File: src/ntbr_consts.svh
`ifndef NTBR_CONSTS_SVH
`define NTBR_CONSTS_SVH
// Register byte offsets.
`define NTBR_OFS_SETUP 12'h09c
`define NTBR_OFS_CTL 12'h0a0
`define NTBR_OFS_DATA 12'h0a4
`define NTBR_OFS_STS 12'h0a8
// Fixed part of the fourth window's setup register.
`define NTBR_SETUP_SIZE 6'h0c
`define NTBR_SETUP_EN_BIT 31
// Control register fields.
`define NTBR_CTL_WR_MASK 32'h8ffffffc
`define NTBR_CTL_KIND_BIT 30
`define NTBR_CTL_OP_BIT 31
// Status register fields.
`define NTBR_STS_BUSY_BIT 0
`define NTBR_STS_DONE_BIT 1
`define NTBR_STS_ABORT_BIT 5
`define NTBR_STS_CAP_BIT 31
// Completion codes.
`define NTBR_CPL_SC 3'h0
`define NTBR_CPL_UR 3'h1
`define NTBR_CPL_CRS 3'h2
`define NTBR_CPL_CA 3'h3
`define NTBR_CPL_RA 3'h4
// Reset values.
`define NTBR_RST_WORD 32'h00000000
`define NTBR_RST_STS 3'h0
`endif

File: src/ntbr_pkg.sv
package ntbr_pkg;
  // Transaction engine states.
  typedef enum logic [1:0] {ST_IDLE, ST_REQ, ST_WAIT} ntbr_state_t;
  // APB request from the master.
  typedef struct packed {
    logic psel;
    logic penable;
    logic pwrite;
    logic [11:0] paddr;
    logic [31:0] pwdata;
    logic [3:0] pstrb;
  } ntbr_apb_req_t;
  // APB answer to the master.
  typedef struct packed {
    logic [31:0] prdata;
    logic pready;
    logic pslverr;
  } ntbr_apb_rsp_t;
  // Far-side configuration request.
  typedef struct packed {
    logic write;
    logic access_kind;
    logic [7:0] bus;
    logic [4:0] target_device;
    logic [2:0] target_function;
    logic [3:0] target_ext_reg_number;
    logic [5:0] reg_number;
    logic [3:0] byte_en;
    logic [31:0] data;
  } ntbr_req_t;
  // Far-side completion.
  typedef struct packed {
    logic [2:0] status;
    logic [31:0] data;
  } ntbr_cpl_t;
endpackage : ntbr_pkg

File: src/ntbr_passthru_regs.sv
// Notes on behaviour
// - Window setup space-kind bit is read-only zero, memory space.
// - Window setup bits 2:1 read-only zero, 32-bit addressing.
// - Window setup bit 3 read-only zero, non-prefetchable.
// - Window setup bits 9:4 read fixed 0xC, a 4KB window.
// - Setup bit 31 enables the window; when zero the window is off.
// - Enable, target fields, operation and data survive hot resets.
// - Control bits 7:2 register number, 11:8 extended register number.
// - Control bits 14:12 function, 19:15 device, 27:20 bus.
// - Control bit 30 picks type 0 or type 1 access.
// - Control bit 31 picks read (0) or write (1).
// - A data register write while idle launches one far-side transaction.
// - Far-side byte enables equal the launching write's strobes.
// - Write operation sends the written value as payload.
// - Read operation ignores written value, stores returned data.
// - Status busy bit is high while a transaction runs.
// - Done flag set on finish; write one clears it or aborts.
// - Three-bit completion status valid while done is set.
// - Capability bit; without it other fields read zero.
//
// Implementation choice: the APB slave port.
`timescale 1ns/100ps
`include "ntbr_consts.svh"
module ntbr_passthru_regs
  import ntbr_pkg::*;
#(
  parameter bit CAPABLE = 1'b1
) (
  // Clock and resets.
  input wire logic clock_i,
  input wire logic nrst_i,
  input wire logic por_n_i,
  // APB slave.
  input wire ntbr_apb_req_t apb_i,
  output ntbr_apb_rsp_t apb_o,
  // Far-side request.
  output logic req_valid_o,
  output ntbr_req_t req_o,
  input wire logic req_ready_i,
  // Far-side completion and abort.
  input wire logic cpl_valid_i,
  input wire ntbr_cpl_t cpl_i,
  output logic abort_o,
  // Window enable towards the base address register.
  output logic window4_enable_o
);

  // Reset synchronisers; assertion is asynchronous, release is clocked.
  logic rst_meta;
  logic rst_n;
  logic por_meta;
  logic por_n;

  always_ff @(posedge clock_i or negedge nrst_i) begin
    if (!nrst_i) begin
      rst_meta <= 1'b0;
      rst_n <= 1'b0;
    end else begin
      rst_meta <= 1'b1;
      rst_n <= rst_meta;
    end
  end

  // The power-on reset clears the state that hot resets must spare.
  always_ff @(posedge clock_i or negedge por_n_i) begin
    if (!por_n_i) begin
      por_meta <= 1'b0;
      por_n <= 1'b0;
    end else begin
      por_meta <= 1'b1;
      por_n <= por_meta;
    end
  end

  // Sticky state.
  logic win_en;
  logic [31:0] ctl;
  logic [31:0] data;
  logic done;
  logic [2:0] sts;
  logic aborted;
  logic next_win_en;
  logic [31:0] next_ctl;
  logic [31:0] next_data;
  logic next_done;
  logic [2:0] next_sts;
  logic next_aborted;

  // State cleared by the hot reset only.
  ntbr_state_t state;
  ntbr_state_t next_state;
  logic access_kind;
  logic next_access_kind;
  logic next_req_valid;
  ntbr_req_t next_req;
  logic next_abort;
  logic next_win_out;
  ntbr_apb_rsp_t next_apb;

  // Bus decode shared by both groups.
  logic setup_ph;
  logic wr_acc;
  logic sel_setup;
  logic sel_ctl;
  logic sel_data;
  logic sel_sts;
  logic mapped;
  logic busy;
  logic launch;
  logic cpl_take;
  logic abort_ev;
  logic [31:0] rd_word;

  // Merge write data into a word lane by lane under the strobes.
  function automatic logic [31:0] merge(input logic [31:0] old,
                                        input logic [31:0] wdat,
                                        input logic [3:0] strb);
    logic [31:0] res;
    res = old;
    for (int i = 0; i < 4; i++) begin
      if (strb[i]) begin
        res[8*i +: 8] = wdat[8*i +: 8];
      end
    end
    return res;
  endfunction : merge

  // The access phase with pready high is the one edge a write acts on.
  assign setup_ph = apb_i.psel && !apb_i.penable;
  assign wr_acc = apb_i.psel && apb_i.penable && apb_o.pready &&
                  apb_i.pwrite;
  assign sel_setup = (apb_i.paddr == `NTBR_OFS_SETUP);
  assign sel_ctl = (apb_i.paddr == `NTBR_OFS_CTL);
  assign sel_data = (apb_i.paddr == `NTBR_OFS_DATA);
  assign sel_sts = (apb_i.paddr == `NTBR_OFS_STS);
  assign mapped = sel_setup || sel_ctl || sel_data || sel_sts;
  assign busy = (state != ST_IDLE);

  // A launch while busy is dropped; software must wait for done.
  assign launch = CAPABLE && wr_acc && sel_data && !busy;
  assign cpl_take = (state == ST_WAIT) && cpl_valid_i;
  assign abort_ev = wr_acc && sel_sts && apb_i.pstrb[0] &&
                    apb_i.pwdata[`NTBR_STS_DONE_BIT] && busy;

  // Read word, built at the setup phase and held in the answer flop.
  always_comb begin
    rd_word = `NTBR_RST_WORD;
    if (sel_setup) begin
      rd_word[0] = 1'b0;
      rd_word[2:1] = 2'b00;
      rd_word[3] = 1'b0;
      rd_word[9:4] = `NTBR_SETUP_SIZE;
      rd_word[`NTBR_SETUP_EN_BIT] = win_en;
    end else if (sel_ctl && CAPABLE) begin
      rd_word = ctl & `NTBR_CTL_WR_MASK;
      rd_word[`NTBR_CTL_KIND_BIT] = access_kind;
    end else if (sel_data && CAPABLE) begin
      rd_word = data;
    end else if (sel_sts) begin
      if (CAPABLE) begin
        rd_word[`NTBR_STS_BUSY_BIT] = busy;
        rd_word[`NTBR_STS_DONE_BIT] = done;
        rd_word[4:2] = sts;
        rd_word[`NTBR_STS_ABORT_BIT] = aborted;
      end
      rd_word[`NTBR_STS_CAP_BIT] = CAPABLE;
    end
  end

  // Sticky next values: window enable, control, data and completion.
  always_comb begin
    next_win_en = win_en;
    next_ctl = ctl;
    next_data = data;
    next_done = done;
    next_sts = sts;
    next_aborted = aborted;
    if (wr_acc && sel_setup && apb_i.pstrb[3]) begin
      next_win_en = apb_i.pwdata[`NTBR_SETUP_EN_BIT];
    end
    if (wr_acc && sel_ctl && CAPABLE) begin
      // Reserved bits and the non-sticky kind bit are masked off.
      next_ctl = merge(ctl, apb_i.pwdata, apb_i.pstrb) &
                 `NTBR_CTL_WR_MASK;
    end
    if (launch) begin
      next_aborted = 1'b0;
      if (ctl[`NTBR_CTL_OP_BIT]) begin
        next_data = merge(data, apb_i.pwdata, apb_i.pstrb);
      end
    end
    // Clear first, so a completion in the same cycle wins.
    if (wr_acc && sel_sts && apb_i.pstrb[0] &&
        apb_i.pwdata[`NTBR_STS_DONE_BIT]) begin
      next_done = 1'b0;
    end
    if (cpl_take) begin
      next_done = 1'b1;
      next_sts = cpl_i.status;
      if (!ctl[`NTBR_CTL_OP_BIT]) begin
        next_data = cpl_i.data;
      end
    end
    if (abort_ev) begin
      next_done = 1'b1;
      next_sts = `NTBR_CPL_RA;
      next_aborted = 1'b1;
    end
  end

  // Sticky registers see only the power-on reset.
  always_ff @(posedge clock_i or negedge por_n) begin
    if (!por_n) begin
      win_en <= 1'b0;
      ctl <= `NTBR_RST_WORD;
      data <= `NTBR_RST_WORD;
      done <= 1'b0;
      sts <= `NTBR_RST_STS;
      aborted <= 1'b0;
    end else begin
      win_en <= next_win_en;
      ctl <= next_ctl;
      data <= next_data;
      done <= next_done;
      sts <= next_sts;
      aborted <= next_aborted;
    end
  end

  // Engine, request port and bus answer.
  always_comb begin
    next_state = state;
    next_access_kind = access_kind;
    next_req_valid = req_valid_o;
    next_req = req_o;
    next_abort = 1'b0;
    next_win_out = win_en;
    next_apb = apb_o;
    if (wr_acc && sel_ctl && CAPABLE && apb_i.pstrb[3]) begin
      next_access_kind = apb_i.pwdata[`NTBR_CTL_KIND_BIT];
    end
    // No wait state: answer prepared at setup, shown in the first access cycle.
    next_apb.pready = setup_ph && !apb_o.pready;
    next_apb.pslverr = setup_ph && !apb_o.pready && !mapped;
    if (setup_ph && !apb_o.pready) begin
      next_apb.prdata = apb_i.pwrite ? `NTBR_RST_WORD : rd_word;
    end
    case (state)
      ST_IDLE: begin
        if (launch) begin
          next_state = ST_REQ;
          next_req_valid = 1'b1;
          next_req.write = ctl[`NTBR_CTL_OP_BIT];
          next_req.access_kind = access_kind;
          next_req.bus = ctl[27:20];
          next_req.target_device = ctl[19:15];
          next_req.target_function = ctl[14:12];
          next_req.target_ext_reg_number = ctl[11:8];
          next_req.reg_number = ctl[7:2];
          next_req.byte_en = apb_i.pstrb;
          next_req.data = ctl[`NTBR_CTL_OP_BIT] ?
                          apb_i.pwdata : `NTBR_RST_WORD;
        end
      end
      ST_REQ: begin
        if (req_ready_i) begin
          next_state = ST_WAIT;
          next_req_valid = 1'b0;
        end
      end
      ST_WAIT: begin
        if (cpl_valid_i) begin
          next_state = ST_IDLE;
        end
      end
      default: begin
        next_state = ST_IDLE;
        next_req_valid = 1'b0;
      end
    endcase
    // Abort beats any progress in the same cycle.
    if (abort_ev) begin
      next_state = ST_IDLE;
      next_req_valid = 1'b0;
      next_abort = 1'b1;
    end
  end

  // Registers cleared by the hot reset only.
  always_ff @(posedge clock_i or negedge rst_n) begin
    if (!rst_n) begin
      state <= ST_IDLE;
      access_kind <= 1'b0;
      req_valid_o <= 1'b0;
      req_o <= '0;
      abort_o <= 1'b0;
      window4_enable_o <= 1'b0;
      apb_o <= '0;
    end else begin
      state <= next_state;
      access_kind <= next_access_kind;
      req_valid_o <= next_req_valid;
      req_o <= next_req;
      abort_o <= next_abort;
      window4_enable_o <= next_win_out;
      apb_o <= next_apb;
    end
  end

  logic rd_setup;
  logic rd_ctl;
  assign rd_setup = setup_ph && !apb_o.pready && !apb_i.pwrite &&
                    sel_setup;
  assign rd_ctl = setup_ph && !apb_o.pready && !apb_i.pwrite && sel_ctl;
endmodule : ntbr_passthru_regs

File: config.mk
export PLATFORM = sky130hd
export DESIGN_NAME = ntbr_passthru_regs
export DESIGN_NICKNAME = d
export VERILOG_FILES = /design/src/ntbr_pkg.sv /design/src/ntbr_passthru_regs.sv
export VERILOG_INCLUDE_DIRS = /design/src
export SDC_FILE = /design/constraint.sdc
export NUM_CORES = 1
export LEC_CHECK = 0
export BUFFER_PORTS_ARGS = -buffer_cell sky130_fd_sc_hd__clkbuf_2
export CORE_MARGIN = 2
export CORE_UTILIZATION = 55
export DETAILED_ROUTE_END_ITERATION = 8
export PLACE_DENSITY = 0.8
export SYNTH_ARGS = -nofsm -noshare
export SYNTH_HDL_FRONTEND = slang
export SYNTH_SLANG_ARGS = --single-unit
File: constraint.sdc
create_clock -name clock_i -period 9.18 [get_ports clock_i]
set_input_delay 1.836 -clock clock_i [delete_from_list [all_inputs] [get_ports clock_i]]
set_output_delay 1.836 -clock clock_i [all_outputs]
set_load 0.03 [all_outputs]
Yosys cells after proc, flatten, opt, wreduce, memory -nomap -nowiden
Cells that the tools add are included.

storage, ports and cells
  bits in registers = 173
  bits in latches = 0
  memory bits (writable) = 0
  ROM bits = 0
  output and inout port bits = 101
  word-level logic and storage cells = 112
  memories kept = 0

cells by class
  add/sub/neg operators = 0
  multiply operators = 0
  div/mod/pow operators = 0
  order comparisons = 0
  equal/unequal tests = 10
  shifts and indexed selects = 0
  muxes and demuxes = 36
  bitwise logic cells = 0
  reduce and logical (&&, ||, !) cells = 36

operators by type and width
  kind                 count
  $mux 32              7
  $eq 12x8->1 const B  4
  $mux 8               4
  $mux 25              1
  $mux 21              1
  $logic_and 1x1->1    17
  $mux 1               12
  $mux 6               2
  $mux 10              1
  $reduce_and 2->1     5
  $ne 3x3->1 const B   3
  $mux 2               4
  $mux 3               2
  $pmux 2 s3           1
  $reduce_and 3->1     2
  $reduce_bool 2->1    3
  $logic_not 1->1      4
  $logic_or 1x1->1     3
  $pmux 1 s3           1
  $reduce_bool 3->1    1
  $eq 2x1->1 const B   1
  $eq 2x2->1 const B   1
  $logic_not 2->1      1
  $ne 2x2->1 const B   1

Longest topological paths before layout
Gate-level depths: netlist of the first run.

  depth after elaboration = 9
  mapped depth = 7

Least setup slack after synthesis of the first run
OpenSTA, ideal clock, no wires.

  path type = input port to flip-flop
  from = in apb_i[45] (netlist name)
  to = reg req_o[59] (netlist name)
  setup time = 128 ps
  arrival time = 3,636 ps
  data required time = 9,052 ps
  slack = 5,416 ps
  cell stages on the path = 7
  buffers on the path = 3
  path through = or4_1 buf_2 nor4_4 nand2_2 buf_4 buf_2 mux2_1

on the way
  word-level cells in the longest chain between the ends = 4

ends and longest elaborated chain
  what                            line                       text
  from (decl)                     ntbr_passthru_regs.sv:34   input wire ntbr_apb_req_t apb_i,
  $eq 12x8->1 (no line)           --
  $logic_and 1x1->1 (2 in a row)  ntbr_passthru_regs.sv:140  assign launch = CAPABLE && wr_acc && sel_data && !busy;
  $reduce_and 2->1 (no line)      --
  to (signal assigned)            ntbr_passthru_regs.sv:303  req_o <= next_req;
  to (decl)                       ntbr_passthru_regs.sv:38   output ntbr_req_t req_o,

Every way passes these cells.
A chain may end at the register's enable or synchronous reset.

Worst setup path after layout of the first run
  from = in apb_i[45] (netlist name)
  to = reg req_o[50] (netlist name)

Same word-level chain as after synthesis.

==> results.txt, run 1 <==
Number of DRC markers in iteration 0: 508
Clock power frac: 47.0%
Count of warnings emitted by yosys: 0
Vias post-DR: 6,635
Largest net degree at the start of global routing: 69
Critical path arrival: 4.68 ns
Final min period: 4.37 ns
Leak pwr: 4.45 nW
Met2 usage: 48.7%
Maxcap violations: 0
Register area share after synthesis: 57.5%
Worst setup EP type: flip-flop
Area share of the largest cell type after synthesis: 57.5%
Routing usage on met1: 41.6%
Fin Setup TNS: 0 ns
Util after Layout: 69.3%
Cell count after synthesis: 707
GRT Overall Usage: 30.6%
Multi-input logic area: 2930 sq um
RR Startpoint: state[1]
Most used flip-flop cell after synthesis: dfrtp_1
# rows: 42
EDFF count, synth: 0
Leading area contributor after synthesis: dfrtp_1
Status: finished clean
Non-filler cells, final: 1,056
Hold Buf Count CTS: 0
Largest cells by area after synthesis: dfrtp_1, o21ai_0, mux2_2
Post-synthesis cell type count: 50
Worst-skew pair later-pin latency: 0.43 ns
Wire per inst: 20.7 um
Nets: 960
Most common cell in the netlist: dfrtp_1
Fraction of registers with async set/reset: 100%
Fmax: 229 MHz
Global-route wire length before repair: 34,300 um
Met3 Use GR: 5.03%
Area grow syn2layout: 22.2%
Layout cells sized above 1: 31.6%
Worst IR drop on VDD: 0.111 mV
Share of power burned in registers: 47.3%
Clock Root Buffer: clkbuf_16
Setup ws final: 4.81 ns
Vias in the first global route: 6,436
I/O Buffers: 191
Overall routed net length: 21,900 um
CTS Sinks: 173
Pre-CTS setup slack: 4.41 ns
Net Switching: 0.000378 W
Worst slew margin: 16.2%
Die Span X: 121 um
Worst Setup SP: apb_i[45]
Core area: 13,300 sq um
Fin. Hold Viols: 0
Least-Margin Pin Slew: 1.25 ns
Worst-path fanout max: 38
H-tree lvl count: 4
Inst Count DP: 1,026
Grt ovf: 0
Die Height: 121 um
Cell Area, Synth: 7530 sq um
CP Data Required Time: 9.49 ns
ANT nets after route: 0
DP Wirelength: 14,500 um
CTS tree: yes
Synth top cells by count: dfrtp_1, o21ai_0, nand2_1
Post-CTS Setup Bufs: 0
Critical Path Start Type: input pin
Logic pwr share: 5.8%
Worst Skew: 0.00586 ns
Initial antenna violation count: 0
Synth Register Bits: 173
Die area: 14,700 sq um
Seq. cell area: 4330 sq um
Residual DRC: 0
Int Pwr: 0.00133 W
Number of antenna diodes: 0
Critical path type: input pin to flip-flop
CTS Buf Count: 17
Switching fraction of total power: 22.1%
Mean Syn Cell Area: 10.7 sq um
Filler Cells Inserted: 995
Vias/cell: 6.28
# setup viols final: 0
Final Max Slew Viols: 0
Starting density of the core: 56.7%
GR peak layer: met2
TritonRoute pass-1 iters: 5
Clock Path Buffers: 2
Post_cts resized: 0
Hold Crit Class: flip-flop to asynchronous set/reset pin
Clk slew on worst S/H paths: 0.06 ns
RSZ-0062 raised after global routing: false
Fin crit share: 47.6%
I/O pin total: 192
GP Congestion: 0.883
Power Density: 186 nW/um^2
[path summary, 6_finish.rpt]
path | endpoint | slack [ns] | depth (start not counted)
setup / recovery | req_o[50] | 4.81 | 7
hold / removal | req_o[62] | 0.34 | 0
setup reg to reg | req_o[50] | 6.36 | 6
hold reg to reg | req_o[62] | 0.34 | 0
max in group asynchronous | req_o[11] | 7.67 | 1
min in group clock_i | rst_n | 0.35 | 0
[final cells by class]
| type | count | share of cell area (%) |
|---|---|---|
| Sequential cell | 173 | 47.1 |
| Multi-Input combinational cell | 463 | 31.8 |
| Timing Repair Buffer | 201 | 11.2 |
| Clock buffer | 18 | 4.66 |
| Tap cell | 176 | 2.39 |
| Clock inverter | 12 | 2.38 |
| Inverter | 13 | 0.530 |
[power groups by stage]
stage | registers (W) | logic (W) | clock network (W)
finish | 0.000808 | 0.0000984 | 0.000804
global route | 0.000811 | 0.000108 | 0.000838
CTS | 0.000808 | 0.0000972 | 0.000806
detailed placement | 0.000822 | 0.0000959 | 0
global placement | 0.000821 | 0.0000920 | 0
floorplan | 0.000824 | 0.0000439 | 0
[per-stage QoR]
stage / hold slack (ns) / area [sq um] / power [W]
6_report: 0.336 / 9210 / 0.00171
5_1_grt: 0.361 / 9210 / 0.00176
4_1_cts: 0.356 / 9210 / 0.00171
3_5_place_dp: 0.342 / 8560 / 0.000918
3_3_place_gp: 0.337 / 8560 / 0.000913
2_1_floorplan: 0.331 / 7540 / 0.000868
[registers in the layout (all words and copies together) (netlist names), 2 cells and up]
name,flops
apb_o,34
ctl,27
data,32
req_o,64
state,2
sts,3
[cell families (layout without fill, tap and decap cells)]
family,after synthesis,after routing,synth area share (%)
AOI/OAI and AO/OA,216,216,17.6
buffers and inverters,72,244,3.89
DFF,173,173,57.5
muxes,59,59,8.78
other,1,2,0.0498
and+or+nand+nor,186,186,12.2
[metal layers]
metal	wire [um]	share of wire, %
met1	8720	40
met5	0	0
met3	1740	7.9
met4	655	3.0
met2	10800	49
[cells in the final DEF, fill, tap and decap left out, types with 4 or more instances in the layout]
master and n:
clkinv_1 4, inv_1 9, nand4_1 35, a31oi_1 34, dfrtp_1 171, buf_4 10, nand2_1 72, o21ai_1 5
o21ai_0 92, clkbuf_2 191, mux2_1 22, a21oi_1 10, nor2_1 46, clkbuf_16 17, bufinv_16 6, o31ai_1 36
mux2_2 35, o41ai_1 4, a22oi_1 25
[worst max-delay path, cell delays in order]
cell	delay (ns)
clkbuf_2	0.09
or4_1	0.73
nor4_4	0.34
buf_4	0.41
nand2_2	0.45
buf_4	0.43
mux2_1	0.37
(Power assumes the default switching activity.)
==> inputs of run 2 (changes only) <==
Settings changed: ABC_AREA set to 1, PLACE_DENSITY 0.8 to 0.79.
Clock period 9.18 ns to 4.3 ns, I/O delays scaled along.
==> results.txt, run 2 <==
Synth Area in Compound Gates: 7.40% (-10 points)
Net Switching: 0.000779 W (+110%)
Critical path type: input pin to flip-flop
I/O pin total: 192 (unchanged)
Least-Margin Pin Slew: 1.09 ns (-0.162 ns)
I/O Buffers: 191 (unchanged)
Fraction of registers with async set/reset: 100% (unchanged)
Worst-skew pair later-pin latency: 0.43 ns (about the same)
Worst IR drop on VDD: 0.254 mV (+130%)
Mean Syn Cell Area: 7.38 sq um (-31%)
Clk slew on worst S/H paths: 0.07 ns (about the same)
Worst slew margin: 27.2% (+11 points)
Largest net degree at the start of global routing: 106 (+54%)
Wire per inst: 15.9 um (-23%)
Post-CTS Setup Bufs: 0 (unchanged)
Synth Area in Simple Gates: 33.2% (+21 points)
Register area share after synthesis: 50.7% (-6.8 points)
Critical path arrival: 3.03 ns (-1.65 ns)
Filler Cells Inserted: 1,330 (+34%)
DP Wirelength: 16,400 um (+14%)
Slowest CP cell: nand2_1
Pwr Total: 0.00335 W (+96%)
Number of DRC markers in iteration 0: 785 (+55%)
Worst-path fanout max: 36 (-5.3%)
Vias post-DR: 8,075 (+22%)
H-tree lvl count: 4 (unchanged)
Count of warnings emitted by yosys: 0 (unchanged)
Nets: 1,409 (+47%)
Starting density of the core: 56.2% (-0.49 points)
Int Pwr: 0.00257 W (+93%)
Max reg flops: 64 (unchanged)
Fmax: 370 MHz
Largest family of logic cells by synthesized area: simple AND/OR/NAND/NOR gates
Power Density: 330 nW/um^2 (+78%)
CP Data Required Time: 4.63 ns (-4.86 ns)
RR Startpoint: state[1]
Post-synthesis cell type count: 28 (-44%)
R2R depth: 6 (unchanged)
Cell chain of the critical path: clkbuf_2 -> nand2_1 -> inv_1 -> nand2_1 -> inv_2 -> nand3_1 -> nor2_2 -> nand2_1 -> o21ai_1
ANT nets after route: 0 (unchanged)
CP top delay family: simple AND/OR/NAND/NOR gates
Final min period: 2.70 ns
Logic pwr share: 4.2% (-1.6 points)
Die Height: 129 um (+6.3%)
Max incr delay on CP: 0.59 ns (-0.14 ns)
Top sig layer: met4
Clock Root Buffer: clkbuf_16
Grt ovf: 0 (unchanged)
R2R Path End: req_o[14]
Synth Register Bits: 173 (unchanged)
Area share of the largest cell type after synthesis: 50.7% (-6.8 points)
Final Max Slew Viols: 0 (unchanged)
CTS Sinks: 173 (unchanged)
Multi-input logic area: 3490 sq um (+19%)
Die area: 16,500 sq um (+13%)
Crit path top cell by count: nand2_1
GRT Overall Usage: 29.8% (-0.84 points)
Hold Crit Class: input pin to asynchronous set/reset pin
M1 wire length: 10,500 um (+21%)
Worst reg2reg setup slack: 1.70 ns (-4.66 ns)
RSZ-0062 raised after global routing: false
Overall routed net length: 24,100 um (+10%)
Cell Area, Synth: 8540 sq um (+13%)
Maxcap violations: 0 (unchanged)
EDFF count, synth: 0 (unchanged)
Worst Skew: 0.00853 ns (+0.00267 ns)
Switching fraction of total power: 23.3% (+1.2 points)
Leak pwr: 5.74 nW (+29%)
Met3 WL: 1900 um (+9.4%)
Proportion of synthesized area in mux cells: 0% (-8.8 points)
Die Span X: 129 um (+6.3%)
Largest regs: req_o x64, apb_o x34, data x32
Hold Buf Count CTS: 0 (unchanged)
Largest cells by area after synthesis: dfrtp_1, nand2_1, inv_1
WP buf/inv: 3 (unchanged)
Initial antenna violation count: 0 (unchanged)
Synth Area in XOR/XNOR: 0% (unchanged)
Synth top cells by count: nand2_1, dfrtp_1, inv_1
Fin. Hold Viols: 0 (unchanged)
TritonRoute pass-1 iters: 5 (unchanged)
Clock Path Buffers: 2 (unchanged)
# setup viols final: 0 (unchanged)
Share of power burned in registers: 49.3% (+2.0 points)
Area grow syn2layout: 18.7%
CTS tree: yes
Residual DRC: 0 (unchanged)
Layout cells sized above 1: 20.7% (-11 points)
Number of antenna diodes: 0 (unchanged)
Global-route wire length before repair: 38,300 um (+12%)
Seq. cell area: 4340 sq um (about the same)
Fin Setup TNS: 0 ns (unchanged)
Most common cell after layout, fill and taps aside: nand2_1
Core area: 15,200 sq um (+14%)
Status: finished clean
Fin crit share: 62.8%
CTS Buf Count: 17 (unchanged)
Most common cell in the netlist: nand2_1
GP Congestion: 0.917 (+3.9%)
Cell count after synthesis: 1,157 (+64%)
Most used flip-flop cell after synthesis: dfrtp_1
Adder-cell area share of the yosys netlist: 0% (unchanged)
Post_cts resized: 0 (unchanged)
Leading area contributor after synthesis: dfrtp_1
Worst setup EP type: flip-flop
Vias in the first global route: 7,411 (+15%)
Met2 routed wirelength: 11,100 um (+3.4%)
Most frequent cells in the layout: nand2_1, clkbuf_2, dfrtp_1
Vias/cell: 5.32 (-15%)
Clock power frac: 46.5% (-0.5 points)
Critical Path Start Type: input pin
Biggest register: req_o
# rows: 45 (+7.1%)
[run 2: cells by family (layout without fill, tap and decap cells)]
logic type	after synthesis	after routing
buffers and inverters	182	355
and+or+nand+nor	677	677
DFF	173	173
other	1	2
AOI/OAI and AO/OA	124	124
[run 2: layout make-up]
| type | instances | share of cell area [%] |
|---|---|---|
| clock inverters | 12 | 1.31 |
| well taps | 188 | 2.32 |
| repair buffers | 201 | 10.2 |
| multi-input cells | 803 | 34.4 |
| inverters | 122 | 4.52 |
| flip-flops and latches | 173 | 42.8 |
| clock buffers | 20 | 4.51 |
[run 2: power by group through the flow]
stage / registers (W) / clock network [W] / logic, W
6_report: 0.00165 / 0.00156 / 0.000142
5_1_grt: 0.00165 / 0.00164 / 0.000156
4_1_cts: 0.00165 / 0.00157 / 0.000141
3_5_place_dp: 0.00168 / 0 / 0.000139
3_3_place_gp: 0.00168 / 0 / 0.000139
2_1_floorplan: 0.00169 / 0 / 0.0000502
[run 2: worst max-delay path by stage]
stage / cells after the start / slack [ns] / from / to
5_1_grt: 9 / 1.32 / apb_i[49] / req_o[11]
4_1_cts: 9 / 1.62 / apb_i[48] / req_o[8]
6_report: 9 / 1.60 / apb_i[48] / req_o[14]
2_1_floorplan: 0 / 1.13 / rst_n / abort_o
3_3_place_gp: 9 / 1.28 / apb_i[48] / req_o[13]
3_5_place_dp: 9 / 1.18 / apb_i[48] / req_o[14]
[run 2: metal layers]
layer | vias to the layer above | GRT usage, %
li1 | 3930 | -
met1 | 3734 | 43.6
met2 | 367 | 46.3
met3 | 44 | 3.95
met4 | 0 | 10.1
met5 | - | 0
[run 2: worst reg2reg max path, cell delays in order (launching register included)]
cell     delay [ns]
dfrtp_1        0.42
nor2_4         0.42
buf_4          0.36
inv_1          0.15
nor2_2         0.17
nand2_1        0.59
o21ai_1        0.39
[run 2: metrics by stage]
step / hold slack, ns / cells / util, % / worst slack (ns) / instance area (sq um)
3_5_place_dp: 0.335 / 1487 / 62.8 / 1.18 / 9550
2_1_floorplan: 0.331 / 1158 / - / 1.13 / 8540
4_1_cts: 0.189 / 1519 / 66.7 / 1.62 / 10100
6_report: 0.200 / 1519 / 66.7 / 1.60 / 10100
3_3_place_gp: 0.334 / 1487 / 62.8 / 1.28 / 9550
5_1_grt: 0.195 / 1519 / 66.7 / 1.32 / 10100
==> inputs of run 3 (changes only) <==
Settings changed: CORE_UTILIZATION 55 to 49, PLACE_DENSITY 0.79 to 0.74.
Clock period 4.3 ns to 2.3 ns, I/O delays scaled along.
==> results.txt, run 3 (synthesis results as in run 2) <==
Status: finished clean
Global-route wire length before repair: 38,400 um (+0.16%)
Die Height: 136 um (+5.8%)
CTS tree: yes
Area grow syn2layout: 21.4%
ANT nets after route: 0 (unchanged)
Int Pwr: 0.00476 W (+85%)
I/O Buffers: 191 (unchanged)
Fmax: 543 MHz
Vias post-DR: 8,116 (+0.51%)
Most common cell after layout, fill and taps aside: nand2_1
Clock Path Buffers: 2 (unchanged)
CP top delay family: simple AND/OR/NAND/NOR gates
Power Density: 599 nW/um^2 (+81%)
Fin Setup TNS: 0 ns (unchanged)
Clock power frac: 45.8% (-0.7 points)
Vias in the first global route: 7,662 (+3.4%)
TritonRoute pass-1 iters: 5 (unchanged)
GP Congestion: 0.965 (+5.3%)
Cell chain of the critical path: inv_1 -> nor2_2 -> nand2_1 -> nor2_1 -> inv_2 -> buf_4 -> or2_2 -> nand2_1 -> inv_1
Core area: 17,200 sq um (+13%)
Starting density of the core: 49.7% (-6.5 points)
# setup viols final: 0 (unchanged)
# rows: 48 (+6.7%)
Biggest register: req_o
Hold Crit Class: input pin to flip-flop
Critical path arrival: 2.17 ns (-0.86 ns)
Worst setup EP type: flip-flop
Worst IR drop on VDD: 0.523 mV (+110%)
Worst-skew pair later-pin latency: 0.43 ns (about the same)
Die area: 18,500 sq um (+12%)
H-tree lvl count: 4 (unchanged)
Critical path type: flip-flop to flip-flop
Seq. cell area: 4340 sq um (unchanged)
Net Switching: 0.00145 W (+86%)
Worst Skew: 0.0128 ns (+0.00428 ns)
Final Max Slew Viols: 0 (unchanged)
Initial antenna violation count: 0 (unchanged)
Layout cells sized above 1: 21.5% (+0.75 points)
Post_cts resized: 0 (unchanged)
Most frequent cells in the layout: nand2_1, clkbuf_2, dfrtp_1
DP Wirelength: 16,900 um (+2.6%)
Leak pwr: 5.82 nW (+1.4%)
Largest net degree at the start of global routing: 138 (+30%)
Least-Margin Pin Slew: 0.860 ns (-0.231 ns)
Nets: 1,424 (+1.1%)
Overall routed net length: 24,300 um (+0.90%)
Number of DRC markers in iteration 0: 733 (-6.6%)
Grt ovf: 0 (unchanged)
Worst slew margin: 42.7% (+16 points)
Final min period: 1.84 ns
CTS Buf Count: 17 (unchanged)
Vias/cell: 5.17 (-2.8%)
Clk slew on worst S/H paths: 0.07 ns (about the same)
Worst reg2reg setup slack: 0.46 ns (-1.24 ns)
Multi-input logic area: 3490 sq um (unchanged)
Non-filler cells, final: 1,570 (+3.4%)
Pwr Total: 0.00622 W (+86%)
Fin. Hold Viols: 0 (unchanged)
Wire per inst: 15.5 um (-2.4%)
RSZ-0062 raised after global routing: false
Max reg flops: 64 (unchanged)
Switching fraction of total power: 23.4% (+0.10 points)
Filler Cells Inserted: 1,628 (+22%)
Worst-path fanout max: 19 (-47%)
I/O pin total: 192 (unchanged)
Fin crit share: 80.0%
Logic pwr share: 4.7% (+0.5 points)
Residual DRC: 0 (unchanged)
Number of antenna diodes: 0 (unchanged)
Share of power burned in registers: 49.5% (+0.2 points)
CTS Sinks: 173 (unchanged)
CP Data Required Time: 2.63 ns (-2.00 ns)
Largest regs: req_o x64, apb_o x34, data x32
Maxcap violations: 0 (unchanged)
Max incr delay on CP: 0.40 ns (-0.19 ns)
Slowest CP cell: dfrtp_1
Critical Path Start Type: flip-flop
Inst Count DP: 1,537 (+3.4%)
GRT Overall Usage: 26.7% (-3.0 points)
WP buf/inv: 4 (+1)
Clock Root Buffer: clkbuf_16
Die Span X: 136 um (+5.8%)
==> run 3: metrics by stage <==
stage	setup WS, ns	util (%)	hold WS, ns	instance area, sq um
floorplan	0.296	-	0.164	8550
global placement	0.303	56.9	0.247	9770
detailed placement	0.292	56.9	0.247	9770
CTS	0.467	60.4	0.221	10400
global route	0.218	60.4	0.233	10400
finish	0.460	60.4	0.240	10400
==> run 3: area by class of cell <==
class	instances	area share, %
Inverter	122	4.42
Multi-Input combinational cell	803	33.6
Clock buffer	21	4.63
Sequential cell	173	41.8
Timing Repair Buffer	216	11.8
Clock inverter	10	1.00
Tap cell	225	2.71
==> run 3: worst reg2reg max path, cell delays in order, from the launching register on <==
cell     delay [ns]
dfrtp_1        0.40
inv_1          0.07
nor2_2         0.17
nand2_1        0.16
nor2_1         0.14
inv_2          0.17
buf_4          0.23
or2_2          0.30
nand2_1        0.07
inv_1          0.04
==> run 3: power by group through the flow <==
stage	clock network (W)	logic (W)	registers [W]
floorplan	0	0.0000939	0.00315
global placement	0	0.000287	0.00313
detailed placement	0	0.000289	0.00313
CTS	0.00288	0.000293	0.00308
global route	0.00300	0.000324	0.00308
finish	0.00285	0.000293	0.00308
==> run 3: per-layer routing <==
layer,wire (um),global-route usage [%],up-vias
li1,-,-,3961
met1,11000,37.5,3791
met2,11100,42.0,324
met3,1700,4.55,40
met4,468,9.32,0
met5,0,0,-
==> run 3: repair_timing <==
action                    in CTS  in global routing
hold endpoints to repair       4                  0
hold buffers                   2                  0
buffers inserted               0                  0
==> run 3: path summary, 6_finish.rpt <==
kind                             end  cells after the start  startpoint
setup / recovery            data[23]                      9    state[1]
hold / removal              apb_o[1]                      2   apb_i[49]
setup reg to reg            data[23]                      9    state[1]
hold reg to reg            apb_o[32]                      0       rst_n
max in group asynchronous    data[6]                      1       por_n
min in group asynchronous  apb_o[32]                      0       rst_n
